`src/logic/apg_pkg.sv`:
```
// constants, register map and rate tables for the audio port clock generator
package apg_pkg;
  localparam int APG_PORTS = 3;
  localparam int APG_RATE_W = 5;
  localparam int APG_BCPF_W = 13;
  localparam int APG_ACC_W = 24;
  localparam int APG_CODES = 16;
  localparam longint unsigned APG_CLK_HZ = 250000000;
  // register byte addresses per port
  localparam logic [15:0] APG_RATE_OFS [APG_PORTS] = '{16'h0500, 16'h0540, 16'h0580};
  localparam logic [15:0] APG_CTRL_OFS [APG_PORTS] = '{16'h0501, 16'h0541, 16'h0581};
  localparam logic [15:0] APG_RXSL_OFS [APG_PORTS] = '{16'h0502, 16'h0542, 16'h0582};
  localparam logic [15:0] APG_TXSL_OFS [APG_PORTS] = '{16'h0503, 16'h0543, 16'h0583};
  localparam logic [15:0] APG_TXDIV_OFS [APG_PORTS] = '{16'h0505, 16'h0545, 16'h0585};
  localparam logic [15:0] APG_RXDIV_OFS [APG_PORTS] = '{16'h0506, 16'h0546, 16'h0586};
  localparam logic [15:0] APG_SYSRATE_OFS = 16'h0600;
  localparam logic [15:0] APG_ASYRATE_OFS = 16'h0601;
  localparam logic [15:0] APG_STAT_OFS = 16'h0602;
  // control register fields
  localparam int APG_CTRL_W = 12;
  localparam int APG_CTRL_MSTR = 0;
  localparam int APG_CTRL_TXSRC = 1;
  localparam int APG_CTRL_TXGPIO = 2;
  localparam int APG_CTRL_SEL_LSB = 4;
  localparam int APG_CTRL_SEL_MSB = 7;
  localparam int APG_CTRL_RX1 = 8;
  localparam int APG_CTRL_RX2 = 9;
  localparam int APG_CTRL_TX1 = 10;
  localparam int APG_CTRL_TX2 = 11;
  localparam int APG_SLOT_W = 6;
  localparam int APG_SLOT2_LSB = 8;
  // reset values and code limits
  localparam logic [APG_RATE_W-1:0] APG_RATE_RST = 5'h0c;
  localparam logic [APG_BCPF_W-1:0] APG_BCPF_RST = 13'h0040;
  localparam logic [APG_RATE_W-1:0] APG_CODE_MIN = 5'h02;
  localparam logic [APG_RATE_W-1:0] APG_CODE_MAX = 5'h11;
  localparam logic [3:0] APG_ASYNC_SEL = 4'h8;
  localparam logic [1:0] APG_FAM44_PAT = 2'h1;
  typedef int unsigned apg_hz_t [APG_CODES];
  typedef logic [APG_ACC_W-1:0] apg_inc_t [APG_CODES];
  // bit clock frequencies for codes 00010 upward
  localparam apg_hz_t APG_F48 = '{64000, 96000, 128000, 192000, 256000, 384000, 512000,
    768000, 1024000, 1536000, 2048000, 3072000, 4096000, 6144000, 8192000, 12288000};
  localparam apg_hz_t APG_F44 = '{58800, 88200, 117600, 176400, 235200, 352800, 470400,
    705600, 940800, 1411200, 1881600, 2822400, 3763200, 5644800, 7526400, 11289600};
  // accumulator step giving two toggles per bit clock period
  function automatic apg_inc_t apg_make_inc(apg_hz_t hz);
    apg_inc_t t;
    longint unsigned v;
    for (int i = 0; i < APG_CODES; i++)
    begin
      v = (longint'(hz[i]) << (APG_ACC_W + 1)) / APG_CLK_HZ;
      t[i] = v[APG_ACC_W-1:0];
    end
    return t;
  endfunction
  localparam apg_inc_t APG_INC48 = apg_make_inc(APG_F48);
  localparam apg_inc_t APG_INC44 = apg_make_inc(APG_F44);
endpackage

```
`src/logic/apg_clk_if.sv`:
```
// bit clock level and edge pulses shared between generator and dividers
`timescale 1ns/1ps
interface apg_clk_if;
  logic level;
  logic rise;
  logic fall;
  modport src (output level, output rise, output fall);
  modport snk (input level, input rise, input fall);
endinterface

```
`src/logic/apg_bclk_gen.sv`:
```
// bit clock generator: accumulator in master mode, edge finder in slave mode
`timescale 1ns/1ps
module apg_bclk_gen
  import apg_pkg::*;
(
  input wire logic clk,
  input wire logic resetn,
  input wire logic master,
  input wire logic run,
  input wire logic pin_sync,
  input wire logic [APG_ACC_W-1:0] inc,
  apg_clk_if.src bc
);
  logic [APG_ACC_W-1:0] acc_reg;
  logic [APG_ACC_W:0] sum;
  logic level_next;

  assign sum = {1'b0, acc_reg} + {1'b0, inc};

  always_comb
  begin
    level_next = bc.level;
    if (!master)
    begin
      level_next = pin_sync;
    end
    else if (run && sum[APG_ACC_W])
    begin
      level_next = ~bc.level;
    end
  end

  always_ff @(posedge clk)
  begin
    if (!resetn || !master || !run)
    begin
      acc_reg <= '0;
    end
    else
    begin
      acc_reg <= sum[APG_ACC_W-1:0];
    end
  end

  always_ff @(posedge clk)
  begin
    if (!resetn)
    begin
      bc.level <= 1'b0;
      bc.rise <= 1'b0;
      bc.fall <= 1'b0;
    end
    else
    begin
      bc.level <= level_next;
      bc.rise <= level_next & ~bc.level;
      bc.fall <= ~level_next & bc.level;
    end
  end
endmodule

```
`src/logic/apg_clock_gen.sv`:
```
// top: bit and frame clock generation with configuration check for three audio ports
`timescale 1ns/1ps
module apg_clock_gen
  import apg_pkg::*;
(
  input wire logic clk,
  input wire logic resetn,
  input wire logic [15:0] reg_addr,
  input wire logic [15:0] reg_wdata,
  input wire logic reg_wr,
  input wire logic reg_rd,
  output logic [15:0] reg_rdata,
  input wire logic [APG_PORTS-1:0] bclk_in,
  output logic [APG_PORTS-1:0] bclk_out,
  output logic [APG_PORTS-1:0] bclk_oe_n,
  input wire logic [APG_PORTS-1:0] rx_frame_in,
  output logic [APG_PORTS-1:0] rx_frame_out,
  output logic [APG_PORTS-1:0] rx_frame_oe_n,
  input wire logic [APG_PORTS-1:0] tx_frame_in,
  output logic [APG_PORTS-1:0] tx_frame_out,
  output logic [APG_PORTS-1:0] tx_frame_oe_n,
  output logic [APG_PORTS-1:0] tx_path_frame,
  output logic [APG_PORTS-1:0] async_domain,
  output logic [APG_PORTS-1:0] config_error
);
  logic [APG_RATE_W-1:0] rate_code_reg [APG_PORTS];
  logic [APG_BCPF_W-1:0] rx_div_reg [APG_PORTS];
  logic [APG_BCPF_W-1:0] tx_div_reg [APG_PORTS];
  logic [APG_CTRL_W-1:0] ctrl_reg [APG_PORTS];
  logic [15:0] rx_slot_reg [APG_PORTS];
  logic [15:0] tx_slot_reg [APG_PORTS];
  logic [APG_RATE_W-1:0] sys_rate_reg;
  logic [APG_RATE_W-1:0] async_rate_reg;
  logic [15:0] rdata_reg;
  logic [15:0] rdata_next;
  logic [APG_PORTS-1:0] bclk_s1_reg;
  logic [APG_PORTS-1:0] bclk_s2_reg;
  logic [APG_PORTS-1:0] rxf_s1_reg;
  logic [APG_PORTS-1:0] rxf_s2_reg;
  logic [APG_PORTS-1:0] txf_s1_reg;
  logic [APG_PORTS-1:0] txf_s2_reg;
  logic [APG_PORTS-1:0] bclk_reg;
  logic [APG_PORTS-1:0] bclk_oe_n_reg;
  logic [APG_PORTS-1:0] rxf_reg;
  logic [APG_PORTS-1:0] rxf_oe_n_reg;
  logic [APG_PORTS-1:0] txf_reg;
  logic [APG_PORTS-1:0] txf_oe_n_reg;
  logic [APG_PORTS-1:0] tx_path_reg;
  logic [APG_PORTS-1:0] dom_reg;
  logic [APG_PORTS-1:0] err_reg;
  logic [APG_PORTS-1:0] bad_reg;
  wire [APG_PORTS-1:0] p_bclk;
  wire [APG_PORTS-1:0] p_rx_frame;
  wire [APG_PORTS-1:0] p_tx_frame;
  wire [APG_PORTS-1:0] p_dom;
  wire [APG_PORTS-1:0] p_bad;
  wire [APG_PORTS-1:0] p_conflict;

  assign reg_rdata = rdata_reg;
  assign bclk_out = bclk_reg;
  assign bclk_oe_n = bclk_oe_n_reg;
  assign rx_frame_out = rxf_reg;
  assign rx_frame_oe_n = rxf_oe_n_reg;
  assign tx_frame_out = txf_reg;
  assign tx_frame_oe_n = txf_oe_n_reg;
  assign tx_path_frame = tx_path_reg;
  assign async_domain = dom_reg;
  assign config_error = err_reg;

  // pin inputs pass two flip-flops before use
  always_ff @(posedge clk)
  begin
    if (!resetn)
    begin
      bclk_s1_reg <= '0;
      bclk_s2_reg <= '0;
      rxf_s1_reg <= '0;
      rxf_s2_reg <= '0;
      txf_s1_reg <= '0;
      txf_s2_reg <= '0;
    end
    else
    begin
      bclk_s1_reg <= bclk_in;
      bclk_s2_reg <= bclk_s1_reg;
      rxf_s1_reg <= rx_frame_in;
      rxf_s2_reg <= rxf_s1_reg;
      txf_s1_reg <= tx_frame_in;
      txf_s2_reg <= txf_s1_reg;
    end
  end

  // bit clock rate codes
  always_ff @(posedge clk)
  begin
    if (!resetn)
    begin
      for (int p = 0; p < APG_PORTS; p++)
      begin
        rate_code_reg[p] <= APG_RATE_RST;
      end
    end
    else if (reg_wr)
    begin
      for (int p = 0; p < APG_PORTS; p++)
      begin
        if (reg_addr == APG_RATE_OFS[p])
        begin
          rate_code_reg[p] <= reg_wdata[APG_RATE_W-1:0];
        end
      end
    end
  end

  // cycles-per-frame dividers
  always_ff @(posedge clk)
  begin
    if (!resetn)
    begin
      for (int p = 0; p < APG_PORTS; p++)
      begin
        rx_div_reg[p] <= APG_BCPF_RST;
        tx_div_reg[p] <= APG_BCPF_RST;
      end
    end
    else if (reg_wr)
    begin
      for (int p = 0; p < APG_PORTS; p++)
      begin
        if (reg_addr == APG_RXDIV_OFS[p])
        begin
          rx_div_reg[p] <= reg_wdata[APG_BCPF_W-1:0];
        end
        else if (reg_addr == APG_TXDIV_OFS[p])
        begin
          tx_div_reg[p] <= reg_wdata[APG_BCPF_W-1:0];
        end
      end
    end
  end

  // port control and channel slot assignment
  always_ff @(posedge clk)
  begin
    if (!resetn)
    begin
      for (int p = 0; p < APG_PORTS; p++)
      begin
        ctrl_reg[p] <= '0;
        rx_slot_reg[p] <= 16'h0100;
        tx_slot_reg[p] <= 16'h0100;
      end
    end
    else if (reg_wr)
    begin
      for (int p = 0; p < APG_PORTS; p++)
      begin
        if (reg_addr == APG_CTRL_OFS[p])
        begin
          ctrl_reg[p] <= reg_wdata[APG_CTRL_W-1:0];
        end
        else if (reg_addr == APG_RXSL_OFS[p])
        begin
          rx_slot_reg[p] <= reg_wdata & 16'h3f3f;
        end
        else if (reg_addr == APG_TXSL_OFS[p])
        begin
          tx_slot_reg[p] <= reg_wdata & 16'h3f3f;
        end
      end
    end
  end

  // sample rate settings of both clock domains
  always_ff @(posedge clk)
  begin
    if (!resetn)
    begin
      sys_rate_reg <= '0;
      async_rate_reg <= '0;
    end
    else if (reg_wr)
    begin
      if (reg_addr == APG_SYSRATE_OFS)
      begin
        sys_rate_reg <= reg_wdata[APG_RATE_W-1:0];
      end
      else if (reg_addr == APG_ASYRATE_OFS)
      begin
        async_rate_reg <= reg_wdata[APG_RATE_W-1:0];
      end
    end
  end

  // register read decode, unmapped addresses read zero
  always_comb
  begin
    rdata_next = '0;
    if (reg_addr == APG_SYSRATE_OFS)
    begin
      rdata_next = {11'h000, sys_rate_reg};
    end
    else if (reg_addr == APG_ASYRATE_OFS)
    begin
      rdata_next = {11'h000, async_rate_reg};
    end
    else if (reg_addr == APG_STAT_OFS)
    begin
      rdata_next = {7'h00, bad_reg, dom_reg, err_reg};
    end
    for (int p = 0; p < APG_PORTS; p++)
    begin
      if (reg_addr == APG_RATE_OFS[p])
      begin
        rdata_next = {11'h000, rate_code_reg[p]};
      end
      else if (reg_addr == APG_CTRL_OFS[p])
      begin
        rdata_next = {4'h0, ctrl_reg[p]};
      end
      else if (reg_addr == APG_RXSL_OFS[p])
      begin
        rdata_next = rx_slot_reg[p];
      end
      else if (reg_addr == APG_TXSL_OFS[p])
      begin
        rdata_next = tx_slot_reg[p];
      end
      else if (reg_addr == APG_TXDIV_OFS[p])
      begin
        rdata_next = {3'h0, tx_div_reg[p]};
      end
      else if (reg_addr == APG_RXDIV_OFS[p])
      begin
        rdata_next = {3'h0, rx_div_reg[p]};
      end
    end
  end

  always_ff @(posedge clk)
  begin
    if (!resetn)
    begin
      rdata_reg <= '0;
    end
    else if (reg_rd)
    begin
      rdata_reg <= rdata_next;
    end
  end

  for (genvar p = 0; p < APG_PORTS; p++)
  begin : g_port
    logic fam44;
    logic [APG_ACC_W-1:0] inc;
    logic [3:0] idx;
    logic [APG_SLOT_W-1:0] rx1;
    logic [APG_SLOT_W-1:0] rx2;
    logic [APG_SLOT_W-1:0] tx1;
    logic [APG_SLOT_W-1:0] tx2;
    apg_clk_if bc ();

    assign p_dom[p] = ctrl_reg[p][APG_CTRL_SEL_MSB:APG_CTRL_SEL_LSB] >= APG_ASYNC_SEL;
    // family follows the setting of whichever domain owns the port
    assign fam44 = p_dom[p] ? (async_rate_reg[4:3] == APG_FAM44_PAT) :
      (sys_rate_reg[4:3] == APG_FAM44_PAT);
    assign p_bad[p] = (rate_code_reg[p] < APG_CODE_MIN) ||
      (rate_code_reg[p] > APG_CODE_MAX);
    assign idx = 4'(rate_code_reg[p] - APG_CODE_MIN);
    assign inc = fam44 ? APG_INC44[idx] : APG_INC48[idx];
    assign rx1 = rx_slot_reg[p][APG_SLOT_W-1:0];
    assign rx2 = rx_slot_reg[p][APG_SLOT2_LSB+APG_SLOT_W-1:APG_SLOT2_LSB];
    assign tx1 = tx_slot_reg[p][APG_SLOT_W-1:0];
    assign tx2 = tx_slot_reg[p][APG_SLOT2_LSB+APG_SLOT_W-1:APG_SLOT2_LSB];
    assign p_conflict[p] = (ctrl_reg[p][APG_CTRL_RX1] && ctrl_reg[p][APG_CTRL_RX2] &&
      rx1 == rx2) || (ctrl_reg[p][APG_CTRL_TX1] && ctrl_reg[p][APG_CTRL_TX2] && tx1 == tx2);
    assign p_bclk[p] = bc.level;

    // reserved codes stop the bit clock rather than run at a bogus rate
    apg_bclk_gen u_bclk (
      .clk(clk),
      .resetn(resetn),
      .master(ctrl_reg[p][APG_CTRL_MSTR]),
      .run(!p_bad[p]),
      .pin_sync(bclk_s2_reg[p]),
      .inc(inc),
      .bc(bc.src)
    );

    apg_frame_div u_rx_div (
      .clk(clk),
      .resetn(resetn),
      .bc(bc.snk),
      .cycles(rx_div_reg[p]),
      .frame(p_rx_frame[p])
    );

    apg_frame_div u_tx_div (
      .clk(clk),
      .resetn(resetn),
      .bc(bc.snk),
      .cycles(tx_div_reg[p]),
      .frame(p_tx_frame[p])
    );
  end

  // pin drivers, frame selection and status flags
  always_ff @(posedge clk)
  begin
    if (!resetn)
    begin
      bclk_reg <= '0;
      bclk_oe_n_reg <= '1;
      rxf_reg <= '0;
      rxf_oe_n_reg <= '1;
      txf_reg <= '0;
      txf_oe_n_reg <= '1;
      tx_path_reg <= '0;
      dom_reg <= '0;
      err_reg <= '0;
      bad_reg <= '0;
    end
    else
    begin
      for (int p = 0; p < APG_PORTS; p++)
      begin
        bclk_reg[p] <= ctrl_reg[p][APG_CTRL_MSTR] & p_bclk[p];
        bclk_oe_n_reg[p] <= ~ctrl_reg[p][APG_CTRL_MSTR];
        rxf_reg[p] <= ctrl_reg[p][APG_CTRL_MSTR] & p_rx_frame[p];
        rxf_oe_n_reg[p] <= ~ctrl_reg[p][APG_CTRL_MSTR];
        txf_reg[p] <= ctrl_reg[p][APG_CTRL_MSTR] & ctrl_reg[p][APG_CTRL_TXGPIO] &
          p_tx_frame[p];
        txf_oe_n_reg[p] <= ~(ctrl_reg[p][APG_CTRL_MSTR] & ctrl_reg[p][APG_CTRL_TXGPIO]);
        if (!ctrl_reg[p][APG_CTRL_TXSRC])
        begin
          tx_path_reg[p] <= ctrl_reg[p][APG_CTRL_MSTR] ? p_rx_frame[p] : rxf_s2_reg[p];
        end
        else if (ctrl_reg[p][APG_CTRL_MSTR] && ctrl_reg[p][APG_CTRL_TXGPIO])
        begin
          tx_path_reg[p] <= p_tx_frame[p];
        end
        else
        begin
          tx_path_reg[p] <= txf_s2_reg[p];
        end
        dom_reg[p] <= p_dom[p];
        err_reg[p] <= p_conflict[p];
        bad_reg[p] <= p_bad[p];
      end
    end
  end
endmodule

```
`src/logic/apg_frame_div.sv`:
```
// frame clock divider counting bit clock falling edges
`timescale 1ns/1ps
module apg_frame_div
  import apg_pkg::*;
(
  input wire logic clk,
  input wire logic resetn,
  apg_clk_if.snk bc,
  input wire logic [APG_BCPF_W-1:0] cycles,
  output logic frame
);
  logic [APG_BCPF_W-1:0] cnt_reg;
  logic [APG_BCPF_W-1:0] cnt_next;

  assign cnt_next = (cnt_reg >= APG_BCPF_W'(cycles - 13'h1)) ? '0 :
    APG_BCPF_W'(cnt_reg + 13'h1);

  // high for the first half of each frame, no gap between frames
  always_ff @(posedge clk)
  begin
    if (!resetn)
    begin
      cnt_reg <= '0;
      frame <= 1'b0;
    end
    else if (bc.fall)
    begin
      cnt_reg <= cnt_next;
      frame <= cnt_next < (cycles >> 1);
    end
  end
endmodule

```
`config.mk`:
```
export PLATFORM = sky130hd
export DESIGN_NAME = apg_clock_gen
export DESIGN_NICKNAME = d
export VERILOG_FILES = /design/src/logic/apg_pkg.sv /design/src/logic/apg_clk_if.sv /design/src/logic/apg_bclk_gen.sv /design/src/logic/apg_clock_gen.sv /design/src/logic/apg_frame_div.sv
export SDC_FILE = /design/constraint.sdc
export NUM_CORES = 1
export LEC_CHECK = 0
export ABC_AREA = 1
export BUFFER_PORTS_ARGS = -buffer_cell sky130_fd_sc_hd__buf_2
export CORE_ASPECT_RATIO = 0.5
export CORE_UTILIZATION = 25
export CTS_CLUSTER_DIAMETER = 120
export DETAILED_ROUTE_END_ITERATION = 16
export GPL_ROUTABILITY_DRIVEN = 0
export HOLD_SLACK_MARGIN = 0.1
export PLACE_DENSITY = 0.37
export SETUP_SLACK_MARGIN = 0.3
export SLEW_MARGIN = 20
export SYNTH_ARGS = -nofsm -noshare
export SYNTH_HDL_FRONTEND = slang
export SYNTH_HIERARCHICAL = 1
export SYNTH_SLANG_ARGS = --single-unit
```
`constraint.sdc`:
```
create_clock -name clk -period 3.5 [get_ports clk]
set_input_delay 0 -clock clk [delete_from_list [all_inputs] [get_ports clk]]
set_output_delay 0 -clock clk [all_outputs]
set_load 0.005 [all_outputs]
```
**Word level (Yosys, flattened, before mapping)**

Memory sizes are Yosys's and may differ from the RTL's.
Index checks and enable logic that the tools add are counted.

- Register bits: 233
- Latch bits: 0
- Memory bits (writable): 201
- Memory bits (read-only): 2,304
- Input port bits: 45
- Output and inout port bits: 43
- Logic and storage cells: 373
- Memories kept: 12

- $add $sub $neg: 18
- Multipliers: 0
- Div/mod/pow operators: 0
- $lt $le $gt $ge: 24
- Equality and inequality tests: 29
- Shift-type cells: 0
- Mux-type cells: 163
- Bitwise logic cells: 49
- Reduce and logical (&&, ||, !) cells: 39

Memory list:

| memory | words | bits a word | read ports | clocked after memory_dff | write ports | line | text |
|---|---|---|---|---|---|---|---|
| (name not given) | 16 | 24 | 1 | 0 | 0 | apg_clock_gen.sv:270 | `assign inc = fam44 ? APG_INC44[idx] : APG_INC48[idx];` |
| (name not given) | 16 | 24 | 1 | 0 | 0 | apg_clock_gen.sv:270 |  |
| (name not given) | 16 | 24 | 1 | 0 | 0 | apg_clock_gen.sv:270 |  |
| (name not given) | 16 | 24 | 1 | 0 | 0 | apg_clock_gen.sv:270 |  |
| (name not given) | 16 | 24 | 1 | 0 | 0 | apg_clock_gen.sv:270 |  |
| (name not given) | 16 | 24 | 1 | 0 | 0 | apg_clock_gen.sv:270 |  |
| 6 more memories | -- | -- | -- | -- | -- | -- |  |

Operator list:

| cell | count |
|---|---|
| 24-bit two-way mux | 15 |
| 16-bit by 11-bit == test with 1-bit output, second input constant | 21 |
| 16-bit two-way mux | 18 |
| 13-bit two-way mux | 12 |
| 12-bit two-way mux | 9 |
| 1-bit two-way mux | 103 |
| 13-bit by 1-bit adder with 13-bit output, second input constant | 6 |
| 13-bit >= comparator | 6 |
| 13-bit by 12-bit less-than comparator with 1-bit output | 6 |
| 13-bit by 1-bit subtractor with 13-bit output, second input constant | 6 |
| 24-bit by 24-bit adder with 25-bit output | 3 |
| 6-bit == test | 6 |
| 9-bit two-way mux | 3 |
| 1-bit logical AND | 18 |
| 1-bit OR | 18 |
| 1-bit bitwise AND | 15 |
| 5-bit >= comparator, second input constant | 3 |
| 5-bit greater-than comparator, second input constant | 3 |
| 5-bit by 2-bit less-than comparator with 1-bit output, second input constant | 3 |
| 5-bit two-way mux | 3 |
| 4-bit NOT with 5-bit output | 3 |
| 1-bit NOT | 13 |
| 4-bit >= comparator, second input constant | 3 |
| 1-bit logical OR | 12 |
| 5 further kinds | 14 |

**Longest topological paths before layout**

Gate-level depths: netlist of run 1.

- Word-level depth: 22
- Depth in mapped cells: 26
- Gate-level depth less buffers: 26

**Modules after synthesis**

Netlist of run 1, hierarchy kept.

Modules (own cells, without submodules):

| module | instances | cells an instance | area an instance (µm²) | sequential area each (µm²) |
|---|---|---|---|---|
| apg_clock_gen | 1 | 1,683 | 14,113.5 | 7,417.1 |
| apg_bclk_gen | 3 | 336 | 2,195.9 | 540.5 |
| apg_frame_div (g_port[1].u_rx_div ...) | 3 | 254 | 1,650.3 | 280.3 |
| apg_frame_div (g_port[0].u_rx_div ...) | 2 | 255 | 1,646.6 | 280.3 |
| apg_frame_div (g_port[2].u_tx_div) | 1 | 254 | 1,681.6 | 280.3 |

**Worst setup path after synthesis of run 1**

No wires, ideal clock.

- Path type: reg-to-reg
- Start point: mem tx_div_reg[1][0], in the netlist tx_div_reg[0][13]
- End point: reg g_port[1].u_tx_div.frame
- Library setup time: 0.066 ns
- Arrival time: 3.380 ns
- Data required time: 3.434 ns
- Slack: 0.054 ns
- Cell stages (with the launch flop): 26
- Path buffers: 0
- Period minus slack after synthesis: 3.446 ns
- Cells stage by stage: edfxtp_1 inv_1 ha_1 nand3_1 nor3_1 nand3_1 nor3_1 xor2_1 ha_1 nand2_1 nor2_2 inv_1 nor3_1 nand2_1 nand2_1 inv_2 nand2_1 inv_1 ha_1 a21oi_1 nor2_1 a211oi_1 nor2_1 nor2_1 nand2_1 a21oi_2

RTL lines:

| what | line | text |
|---|---|---|
| start: declaration | apg_clock_gen.sv:28 | `logic [APG_BCPF_W-1:0] tx_div_reg [APG_PORTS];` |
| end signal: assignment | apg_frame_div.sv:29 | `frame <= cnt_next < (cycles >> 1);` |
| end: declaration | apg_frame_div.sv:10 | `output logic frame` |

==> impl_summary.log, run 1 <==
INFO  metric fp-row-count = 90
INFO  metric layout-area-overhead-vs-synth = 38.8%
INFO  metric post_layout_worst_setup_margin = -0.336 ns
INFO  metric timing_hold_violations_final = 0
INFO  metric post_route_fraction_of_the_period_consumed_by_the_critical_path = 110%
INFO  metric die_h = 249 um
INFO  metric drv_slew = 0
INFO  metric drt-vias-per-instance = 4.65
INFO  metric synth-warning-count = 6
INFO  metric clock_path_buffers = 3
INFO  metric rsz0062_at_grt = yes
INFO  metric max_freq = 261 MHz
INFO  metric ctsHtreeMaxLevel = 2
INFO  metric gr-usage-all-layers = 18.6%
INFO  metric die_w = 496 um
INFO  metric first_pass_iters = 7
INFO  metric drv_cap = 0
INFO  metric reg2reg_slack = -0.34 ns
INFO  metric critical-path-max-stage-delay = 0.45 ns
INFO  metric dp.cells = 6210
INFO  metric syn_area = 0.0306 mm^2
INFO  metric worstMarginPinSlew = 0.898 ns
INFO  metric postRouteWirelength = 119000 um
INFO  metric worst_path_max_delay_cell = edfxtp_1
INFO  metric critPathArrivalTime = 4.40 ns
INFO  metric antenna_cells_inserted = 0
INFO  metric worst_slack_at_placement = -0.264 ns
INFO  metric clock_tree_from_tritoncts = built
INFO  metric cp.buffers_inverters = 3
INFO  metric violations = setup timing
INFO  metric antenna_found_initial = 4
INFO  metric design.portCount = 88
INFO  metric drc = 0
INFO  metric kind_of_critical_path = reg -> reg
INFO  metric slew_headroom = 39.6%
INFO  metric numPortBuffers = 83
INFO  metric power.leakage = 0.0190 uW
INFO  metric period_needed = 3.84 ns
INFO  metric cp-start-kind = register
INFO  metric power-per-cell-area = 352 mW/mm^2
INFO  metric total_global_routing_overflow = 0
INFO  metric average_wire_length_per_cell_after_detail_routing = 18.3 um
INFO  metric syn-mean-instance-area = 7.26 um^2
INFO  metric final-instance-count-excl-fill = 6505
INFO  metric timing.critical_path.required = 4.06 ns
INFO  metric clock-sinks = 432
INFO  metric design.final.nets = 5157
INFO  metric status = finished with violations
INFO  metric number_of_buffers_added_by_the_clock_tree_synthesis_step = 50
INFO  metric vdd_ir_drop_max = 332 uV
INFO  metric critical-path-top-cell-by-count = nand2_1
INFO  metric largest_reg_flops = 72
INFO  metric post-dp-hpwl = 93400 um
INFO  metric grt_max_degree = 51
INFO  metric final_setup_violations = 8
INFO  metric critPathCaptureType = register
INFO  metric critical_path_peak_fanout = 8
INFO  metric routed-via-count = 30.2k
INFO  metric grt_pass1_wl = 176000 um
INFO  metric path_delay_family = simple AND/OR/NAND/NOR gates
INFO  metric grt_pass1_vias = 28.6k
INFO  metric final.setup_skew = 0.0148 ns
INFO  metric ctsRootBufferMaster = clkbuf_16
INFO  metric postRouteAntennaNets = 0
INFO  metric post_route_cells_drive_above_1_share = 30.0%
INFO  metric drt_iter0_drc = 2155
INFO  metric hold_path.class = in -> reg
INFO  metric source_to_sink_clock_delay_at_the_later_pin_of_the_worst_skew_pair = 0.64 ns
INFO  metric layout.cells.most_common = nand2_1
INFO  metric dieArea = 0.124 mm^2
INFO  metric layout_common_cells = nand2_1 (788), inv_1 (570), buf_4 (464), nor2_1 (399), a21oi_1 (238)
INFO  metric start_util = 25.3%
INFO  metric core_region_area = 0.121 mm^2
INFO  metric synthesized_netlist_cell_count = 4211
INFO  metric clk_pin_slew = 0.07 ns
## final cells by class
class / count / area, um^2
fillers: 12700 / 78400
multi-input cells: 3057 / 20100
flip-flops and latches: 432 / 10700
repair buffers: 664 / 5410
inverters: 648 / 2490
well taps: 1610 / 2010
clock buffers: 63 / 1360
clock inverters: 30 / 365
repair inverters: 1 / 7.51
## power by group
group,leakage (uW),internal (uW),switching (uW)
logic,0.0144,1490,1960
clock network,0.000855,3300,2460
registers,0.00380,5490,243
## metal layers
layer	vias up	global-route usage, %	share of wire [%]
met5	-	0	0.011
met4	2	4.10	2.2
met3	133	3.01	5.4
met2	624	29.5	45
met1	14300	26.2	47
li1	15200	-	-
## stage by stage
step                      cell area, um^2  utilization, %  power [uW]  setup TNS [ns]  hold slack [ns]
after floorplan                     30700               -        7240               0           0.0976
after global placement              35600            29.5        8320           -1.03            0.185
after detailed placement            35600            29.5        8320           -1.43            0.189
after CTS                           39500            32.7       14500           -1.02            0.102
after global routing                42400            35.1       15700           -3.59            0.155
final                               42400            35.1       14900           -1.07            0.108
## worst paths after layout
kind | from | end | cells after the start
worst max-delay path | rx_div_reg[0][1] | g_port[0].u_rx_div/frame | 26
worst min-delay path | reg_wdata[7] | ctrl_reg[0][31] | 3
worst max register to register | rx_div_reg[0][1] | g_port[0].u_rx_div/frame | 26
worst min register to register | bclk_s1_reg[1] | bclk_s2_reg[1] | 2
## worst min-delay path: stages
cell	delay [ns]
buf_2	0.07
inv_1	0.20
nor2_1	0.30
## what timing repair did
action,CTS,global route
buffers inserted,78,73
hold endpoints to repair,206,0
endpoints found under the setup margin,56,85
cloned,6,3
hold buffers,42,0
pin swaps,108,267
gates resized for setup,221,586
Note: power is estimated with default switching activity, not from simulation.
==> run 2, diff against run 1 <==
Settings changed: MAX_ROUTING_LAYER set to met4.
==> run 2 against run 1 <==
Against the previous run: the run still ends with setup timing left; via count is 0.19% higher; sequential power is essentially flat; count of clock-buffer cells in the layout is the same; core utilization shrank 0.15 points; sequential share of layout area grew 0.11 points; largest power group unchanged.
==> impl_summary.log, run 2 (same netlist as run 1, synthesis figures left out) <==
INFO  metric status = finished with violations
INFO  metric violations = setup timing
INFO  metric timing.critical_path.required = 4.06 ns
INFO  metric r2r_cells = 26
INFO  metric timing.critical_path.depth = 26
INFO  metric average_wire_length_per_cell_after_detail_routing = 18.4 um
INFO  metric grt_max_degree = 51
INFO  metric final_setup_violations = 8
INFO  metric reg2reg_slack = -0.33 ns
INFO  metric power-per-cell-area = 352 mW/mm^2
INFO  metric path_delay_family = simple AND/OR/NAND/NOR gates
INFO  metric net-switching-power = 4640 uW
INFO  metric critical_path_peak_fanout = 8
INFO  metric grt_pass1_wl = 176000 um
INFO  metric fp-row-count = 90
INFO  metric total_global_routing_overflow = 0
INFO  metric number_of_buffers_added_by_the_clock_tree_synthesis_step = 50
INFO  metric source_to_sink_clock_delay_at_the_later_pin_of_the_worst_skew_pair = 0.64 ns
INFO  metric timing_hold_violations_final = 0
INFO  metric vdd_ir_drop_max = 332 uV
INFO  metric postRouteWirelength = 119000 um
INFO  metric drc = 0
INFO  metric fin_area = 0.0422 mm^2
INFO  metric die_w = 496 um
INFO  metric ctsHtreeMaxLevel = 2
INFO  metric layout-area-overhead-vs-synth = 38.2%
INFO  metric clock-sinks = 432
INFO  metric worst_path_max_delay_cell = edfxtp_1
INFO  metric post-dp-hpwl = 93400 um
INFO  metric drt-vias-per-instance = 4.66
INFO  metric start_util = 25.3%
INFO  metric clock_path_buffers = 3
INFO  metric numPortBuffers = 83
INFO  metric drt_iter0_drc = 2117
INFO  metric internal-power = 10200 uW
INFO  metric clk_pin_slew = 0.07 ns
INFO  metric antenna_found_initial = 3
INFO  metric cp-start-kind = register
INFO  metric post_layout_worst_setup_margin = -0.333 ns
INFO  metric grt_pass1_vias = 28.5k
INFO  metric first_pass_iters = 6
INFO  metric dieArea = 0.124 mm^2
INFO  metric design.final.nets = 5150
INFO  metric design_power_total = 14900 uW
INFO  metric fillerInstances = 12.7k
INFO  metric power.leakage = 0.0189 uW
INFO  metric antenna_cells_inserted = 0
INFO  metric postRouteAntennaNets = 0
INFO  metric postLayoutCoreUtil = 35.0%
INFO  metric r2r_end = g_port[0].u_rx_div/frame
INFO  metric core_region_area = 0.121 mm^2
INFO  metric critical-path-max-stage-delay = 0.45 ns
INFO  metric drv_cap = 0
INFO  metric ctsRootBufferMaster = clkbuf_16
INFO  metric routed-via-count = 30.3k
INFO  metric final-instance-count-excl-fill = 6498
INFO  metric critical-path-top-cell-by-count = nand2_1
INFO  metric clock_tree_from_tritoncts = built
INFO  metric layout_common_cells = nand2_1 (791), inv_1 (569), buf_4 (462), nor2_1 (404), a21oi_1 (239)
INFO  metric critPathCaptureType = register
INFO  metric kind_of_critical_path = reg -> reg
INFO  metric worstMarginPinSlew = 0.950 ns
INFO  metric detailed_place.area = 0.0356 mm^2
INFO  metric critPathArrivalTime = 4.39 ns
INFO  metric largest_reg_flops = 72
INFO  metric drv_slew = 0
INFO  metric cp-startpoint = rx_div_reg[0][1]
INFO  metric post_route_cells_drive_above_1_share = 29.7%
INFO  metric final.setup_skew = 0.0143 ns
INFO  metric gr-usage-all-layers = 19.2%
INFO  metric cp.buffers_inverters = 3
INFO  metric layout.cells.most_common = nand2_1
INFO  metric sequentialPowerShare = 38.5%
INFO  metric combPwrFrac = 22.8%
INFO  metric max_freq = 261 MHz
INFO  metric worstReg2RegStart = rx_div_reg[0][1]
INFO  metric die_h = 249 um
INFO  metric clkPwrFrac = 38.7%
INFO  metric crit_end = g_port[0].u_rx_div/frame
INFO  metric design.portCount = 88
INFO  metric dp.cells = 6210
INFO  metric period_needed = 3.83 ns
INFO  metric post_route_fraction_of_the_period_consumed_by_the_critical_path = 110%
INFO  metric hold_path.class = in -> reg
INFO  metric swShare = 31.2%
INFO  metric slew_headroom = 36.1%
INFO  metric rsz0062_at_grt = yes
## run 2: worst min path at each step
| stage | from | to | slack (ns) | depth (start not counted) |
|---|---|---|---|---|
| after floorplan | bclk_in[0] | bclk_s1_reg[0] | 0.1 | 2 |
| after global placement | bclk_in[2] | bclk_s1_reg[2] | 0.18 | 3 |
| after detailed placement | bclk_in[2] | bclk_s1_reg[2] | 0.19 | 3 |
| after CTS | reg_wdata[7] | ctrl_reg[0][19] | 0.10 | 3 |
| after global routing | reg_wdata[7] | ctrl_reg[0][19] | 0.15 | 3 |
| final | reg_wdata[7] | ctrl_reg[0][31] | 0.12 | 3 |
## run 2: per-stage QoR
stage	hold slack [ns]	TNS [ns]	setup slack, ns
floorplan	0.0976	0	0.129
global placement	0.185	-1.03	-0.209
detailed placement	0.189	-1.43	-0.264
CTS	0.102	-1.02	-0.234
global route	0.155	-3.64	-0.598
finish	0.120	-1.05	-0.333
## run 2: area by class of cell
type	instances	area, um^2	share of cell area (%)
multi-input combinational	3057	20000	47.4
sequential	432	10700	25.3
timing repair buffer	657	5330	12.6
inverter	648	2490	5.91
tap	1610	2010	4.77
clock buffer	63	1360	3.23
clock inverter	30	365	0.865
timing repair inverter	1	7.51	0.0178
## run 2: power groups by stage
stage / clock network [uW] / logic, uW / registers [uW]
detailed placement: 0 / 2490 / 5830
global placement: 0 / 2490 / 5830
finish: 5750 / 3390 / 5740
CTS: 5960 / 2840 / 5730
global route: 6140 / 3730 / 5760
floorplan: 0 / 1510 / 5730
## run 2: layer usage
layer  GRT usage, %  part of all wire [%]
met5              -                     0
met1           26.6                    48
met4           3.81                   1.9
met2           29.6                    45
met3           2.59                   5.4
## run 2: what timing repair did
action                                  4_1_cts  5_1_grt
hold buffers                                 42        0
setup buffers                                78       67
gates resized for setup                     221      562
endpoints found under the setup margin       56       86
cloned                                        6        2
hold endpoints to repair                    206        0
pin swaps                                   108      251
## run 2: worst reg2reg max path, delay by kind of cell (launching register included)
kind,cells,cell delay (ns)
XOR/XNOR,1,0.19
buffers and inverters,3,0.32
adder cells (fa/ha/maj),3,0.68
AO/OA/AOI/OAI,3,0.45
AND/OR/NAND/NOR,16,1.69
flip-flops,1,0.45
==> run 3, diff against run 2 <==
Settings changed: CTS_BUF_LIST set to sky130_fd_sc_hd__clkbuf_8.
==> run 3 against run 2 <==
Against the previous run: die area unchanged; sequential power about the same; non-clock buffer count increased by 39; the flow still finishes with violations (setup timing); routed wire length increased by 1.5%; critical path depth unchanged; clock skew increased by 0.013 ns; clock power decreased by 11%; total power decreased by 3.9%.
==> impl_summary.log, run 3 (same netlist as run 1, synthesis figures left out) <==
INFO  metric rsz0062_at_grt = yes
INFO  metric layout_common_cells = nand2_1 (791), inv_1 (591), buf_4 (460), nor2_1 (403), a21oi_1 (233)
INFO  metric layout-area-overhead-vs-synth = 38.8%
INFO  metric violations = setup timing
INFO  metric slew_headroom = 39.7%
INFO  metric final_setup_violations = 8
INFO  metric grt_max_degree = 51
INFO  metric drc = 0
INFO  metric critPathArrivalTime = 4.58 ns
INFO  metric critPathCaptureType = register
INFO  metric postRouteWirelength = 121000 um
INFO  metric power.leakage = 0.0192 uW
INFO  metric grt_pass1_wl = 178000 um
INFO  metric worst_path_max_delay_cell = edfxtp_1
INFO  metric die_h = 249 um
INFO  metric critical-path-top-cell-by-count = nand2_1
INFO  metric period_needed = 3.85 ns
INFO  metric grt_pass1_vias = 29.0k
INFO  metric setup_tns = -0.965 ns
INFO  metric cp.buffers_inverters = 3
INFO  metric gr-usage-all-layers = 19.5%
INFO  metric die_w = 496 um
INFO  metric r2r_cells = 26
INFO  metric drv_cap = 0
INFO  metric ctsHtreeMaxLevel = 3
INFO  metric path_delay_family = simple AND/OR/NAND/NOR gates
INFO  metric clock-sinks = 432
INFO  metric first_pass_iters = 6
INFO  metric final.setup_skew = 0.0276 ns
INFO  metric drv_slew = 0
INFO  metric routed-via-count = 30.7k
INFO  metric post_route_cells_drive_above_1_share = 30.0%
INFO  metric min_delay_path_depth = 4
INFO  metric core_region_area = 0.121 mm^2
INFO  metric postRouteAntennaNets = 0
INFO  metric fp-row-count = 90
INFO  metric total_global_routing_overflow = 0
INFO  metric clk_pin_slew = 0.06 ns
INFO  metric clock_path_buffers = 3
INFO  metric clock_tree_from_tritoncts = built
INFO  metric fin_area = 0.0424 mm^2
INFO  metric drt-vias-per-instance = 4.65
INFO  metric post-dp-hpwl = 93400 um
INFO  metric antenna_found_initial = 6
INFO  metric average_wire_length_per_cell_after_detail_routing = 18.4 um
INFO  metric detailed_place.area = 0.0356 mm^2
INFO  metric reg2reg_slack = -0.35 ns
INFO  metric timing.hold.worst_endpoint = reg_rdata[2]
INFO  metric number_of_buffers_added_by_the_clock_tree_synthesis_step = 80
INFO  metric ctsRootBufferMaster = clkbuf_8
INFO  metric numPortBuffers = 83
INFO  metric kind_of_critical_path = reg -> reg
INFO  metric critical-path-max-stage-delay = 0.45 ns
INFO  metric grtUsageMet3 = 3.08%
INFO  metric largest_reg_flops = 72
INFO  metric post_route_fraction_of_the_period_consumed_by_the_critical_path = 110%
INFO  metric gr-max-usage-layer = met2
INFO  metric design.final.nets = 5219
INFO  metric layout.cells.most_common = nand2_1
INFO  metric cp-start-kind = register
INFO  metric timing.critical_path.depth = 26
INFO  metric r2r_end = g_port[0].u_rx_div/frame
INFO  metric global_routing_usage_on_met2 = 30.0%
INFO  metric status = finished with violations
INFO  metric design_power_total = 14300 uW
INFO  metric critical_path_peak_fanout = 8
INFO  metric power-per-cell-area = 337 mW/mm^2
INFO  metric dieArea = 0.124 mm^2
INFO  metric worstMarginPinSlew = 0.904 ns
INFO  metric post_layout_worst_setup_margin = -0.355 ns
INFO  metric timing.critical_path.required = 4.23 ns
INFO  metric design.portCount = 88
INFO  metric drt_iter0_drc = 2236
INFO  metric grt_use_met1 = 26.6%
INFO  metric source_to_sink_clock_delay_at_the_later_pin_of_the_worst_skew_pair = 0.79 ns
INFO  metric start_util = 25.3%
INFO  metric worstReg2RegStart = rx_div_reg[0][1]
INFO  metric hold_path.class = in -> reg
INFO  metric timing_hold_violations_final = 0
INFO  metric max_freq = 259 MHz
INFO  metric hp-start = reg_rd
INFO  metric vdd_ir_drop_max = 254 uV
-- run 3: routing by layer --
layer | part of all wire [%] | wire, um
met1 | 48 | 57700
met3 | 5.3 | 6420
met5 | 0 | 0
met2 | 45 | 54100
met4 | 2.3 | 2780
-- run 3: how the worst max path moves through the flow --
stage	slack, ns	start	end
final	-0.35	rx_div_reg[0][1]	g_port[0].u_rx_div/frame
after global routing	-0.61	rx_div_reg[0][1]	g_port[0].u_rx_div/frame
after CTS	-0.24	tx_div_reg[0][13]	g_port[1].u_tx_div/frame
after detailed placement	-0.26	tx_div_reg[0][13]	g_port[1].u_tx_div/frame
after global placement	-0.21	tx_div_reg[0][13]	g_port[1].u_tx_div/frame
after floorplan	0.13	tx_div_reg[0][13]	g_port[1].u_tx_div/frame
-- run 3: cell type report --
type                       count  area (um^2)
inverter                     648         2500
timing repair buffer         696         5680
clock inverter                65          428
fill                       12700        78400
timing repair inverter         1         7.51
tap                         1610         2010
sequential                   432        10700
clock buffer                  82         1130
antenna                        2         5.00
multi-input combinational   3057        20000
-- run 3: where the power goes --
group,internal [uW],switching (uW),leakage [uW]
clock,2510,2590,0.000904
sequential,5500,244,0.00380
combinational,1500,1970,0.0145
total,9500,4800,0.0192
-- run 3: timing repair --
action | in CTS | in global routing
resized for setup | 235 | 584
hold buffers | 73 | 0
cloned | 6 | 2
setup buffers | 76 | 77
pin swaps | 110 | 264
hold endpoints to repair | 448 | 0
setup endpoints to repair | 57 | 112
-- run 3: per-stage QoR --
stage	hold slack [ns]	instances	worst slack (ns)	utilization [%]
final	0.194	6593	-0.355	35.1
after detailed placement	0.189	6210	-0.264	29.5
after floorplan	0.0976	4221	0.129	-
after CTS	0.119	6512	-0.238	32.8
after global routing	0.152	6593	-0.610	35.1
after global placement	0.185	6210	-0.209	29.5
-- run 3: worst min-delay path, delay by kind of cell --
| kind | cells | cell delay, ns |
|---|---|---|
| compound gates | 1 | 0.05 |
| simple gates | 1 | 0.10 |
| buf+inv | 2 | 0.76 |
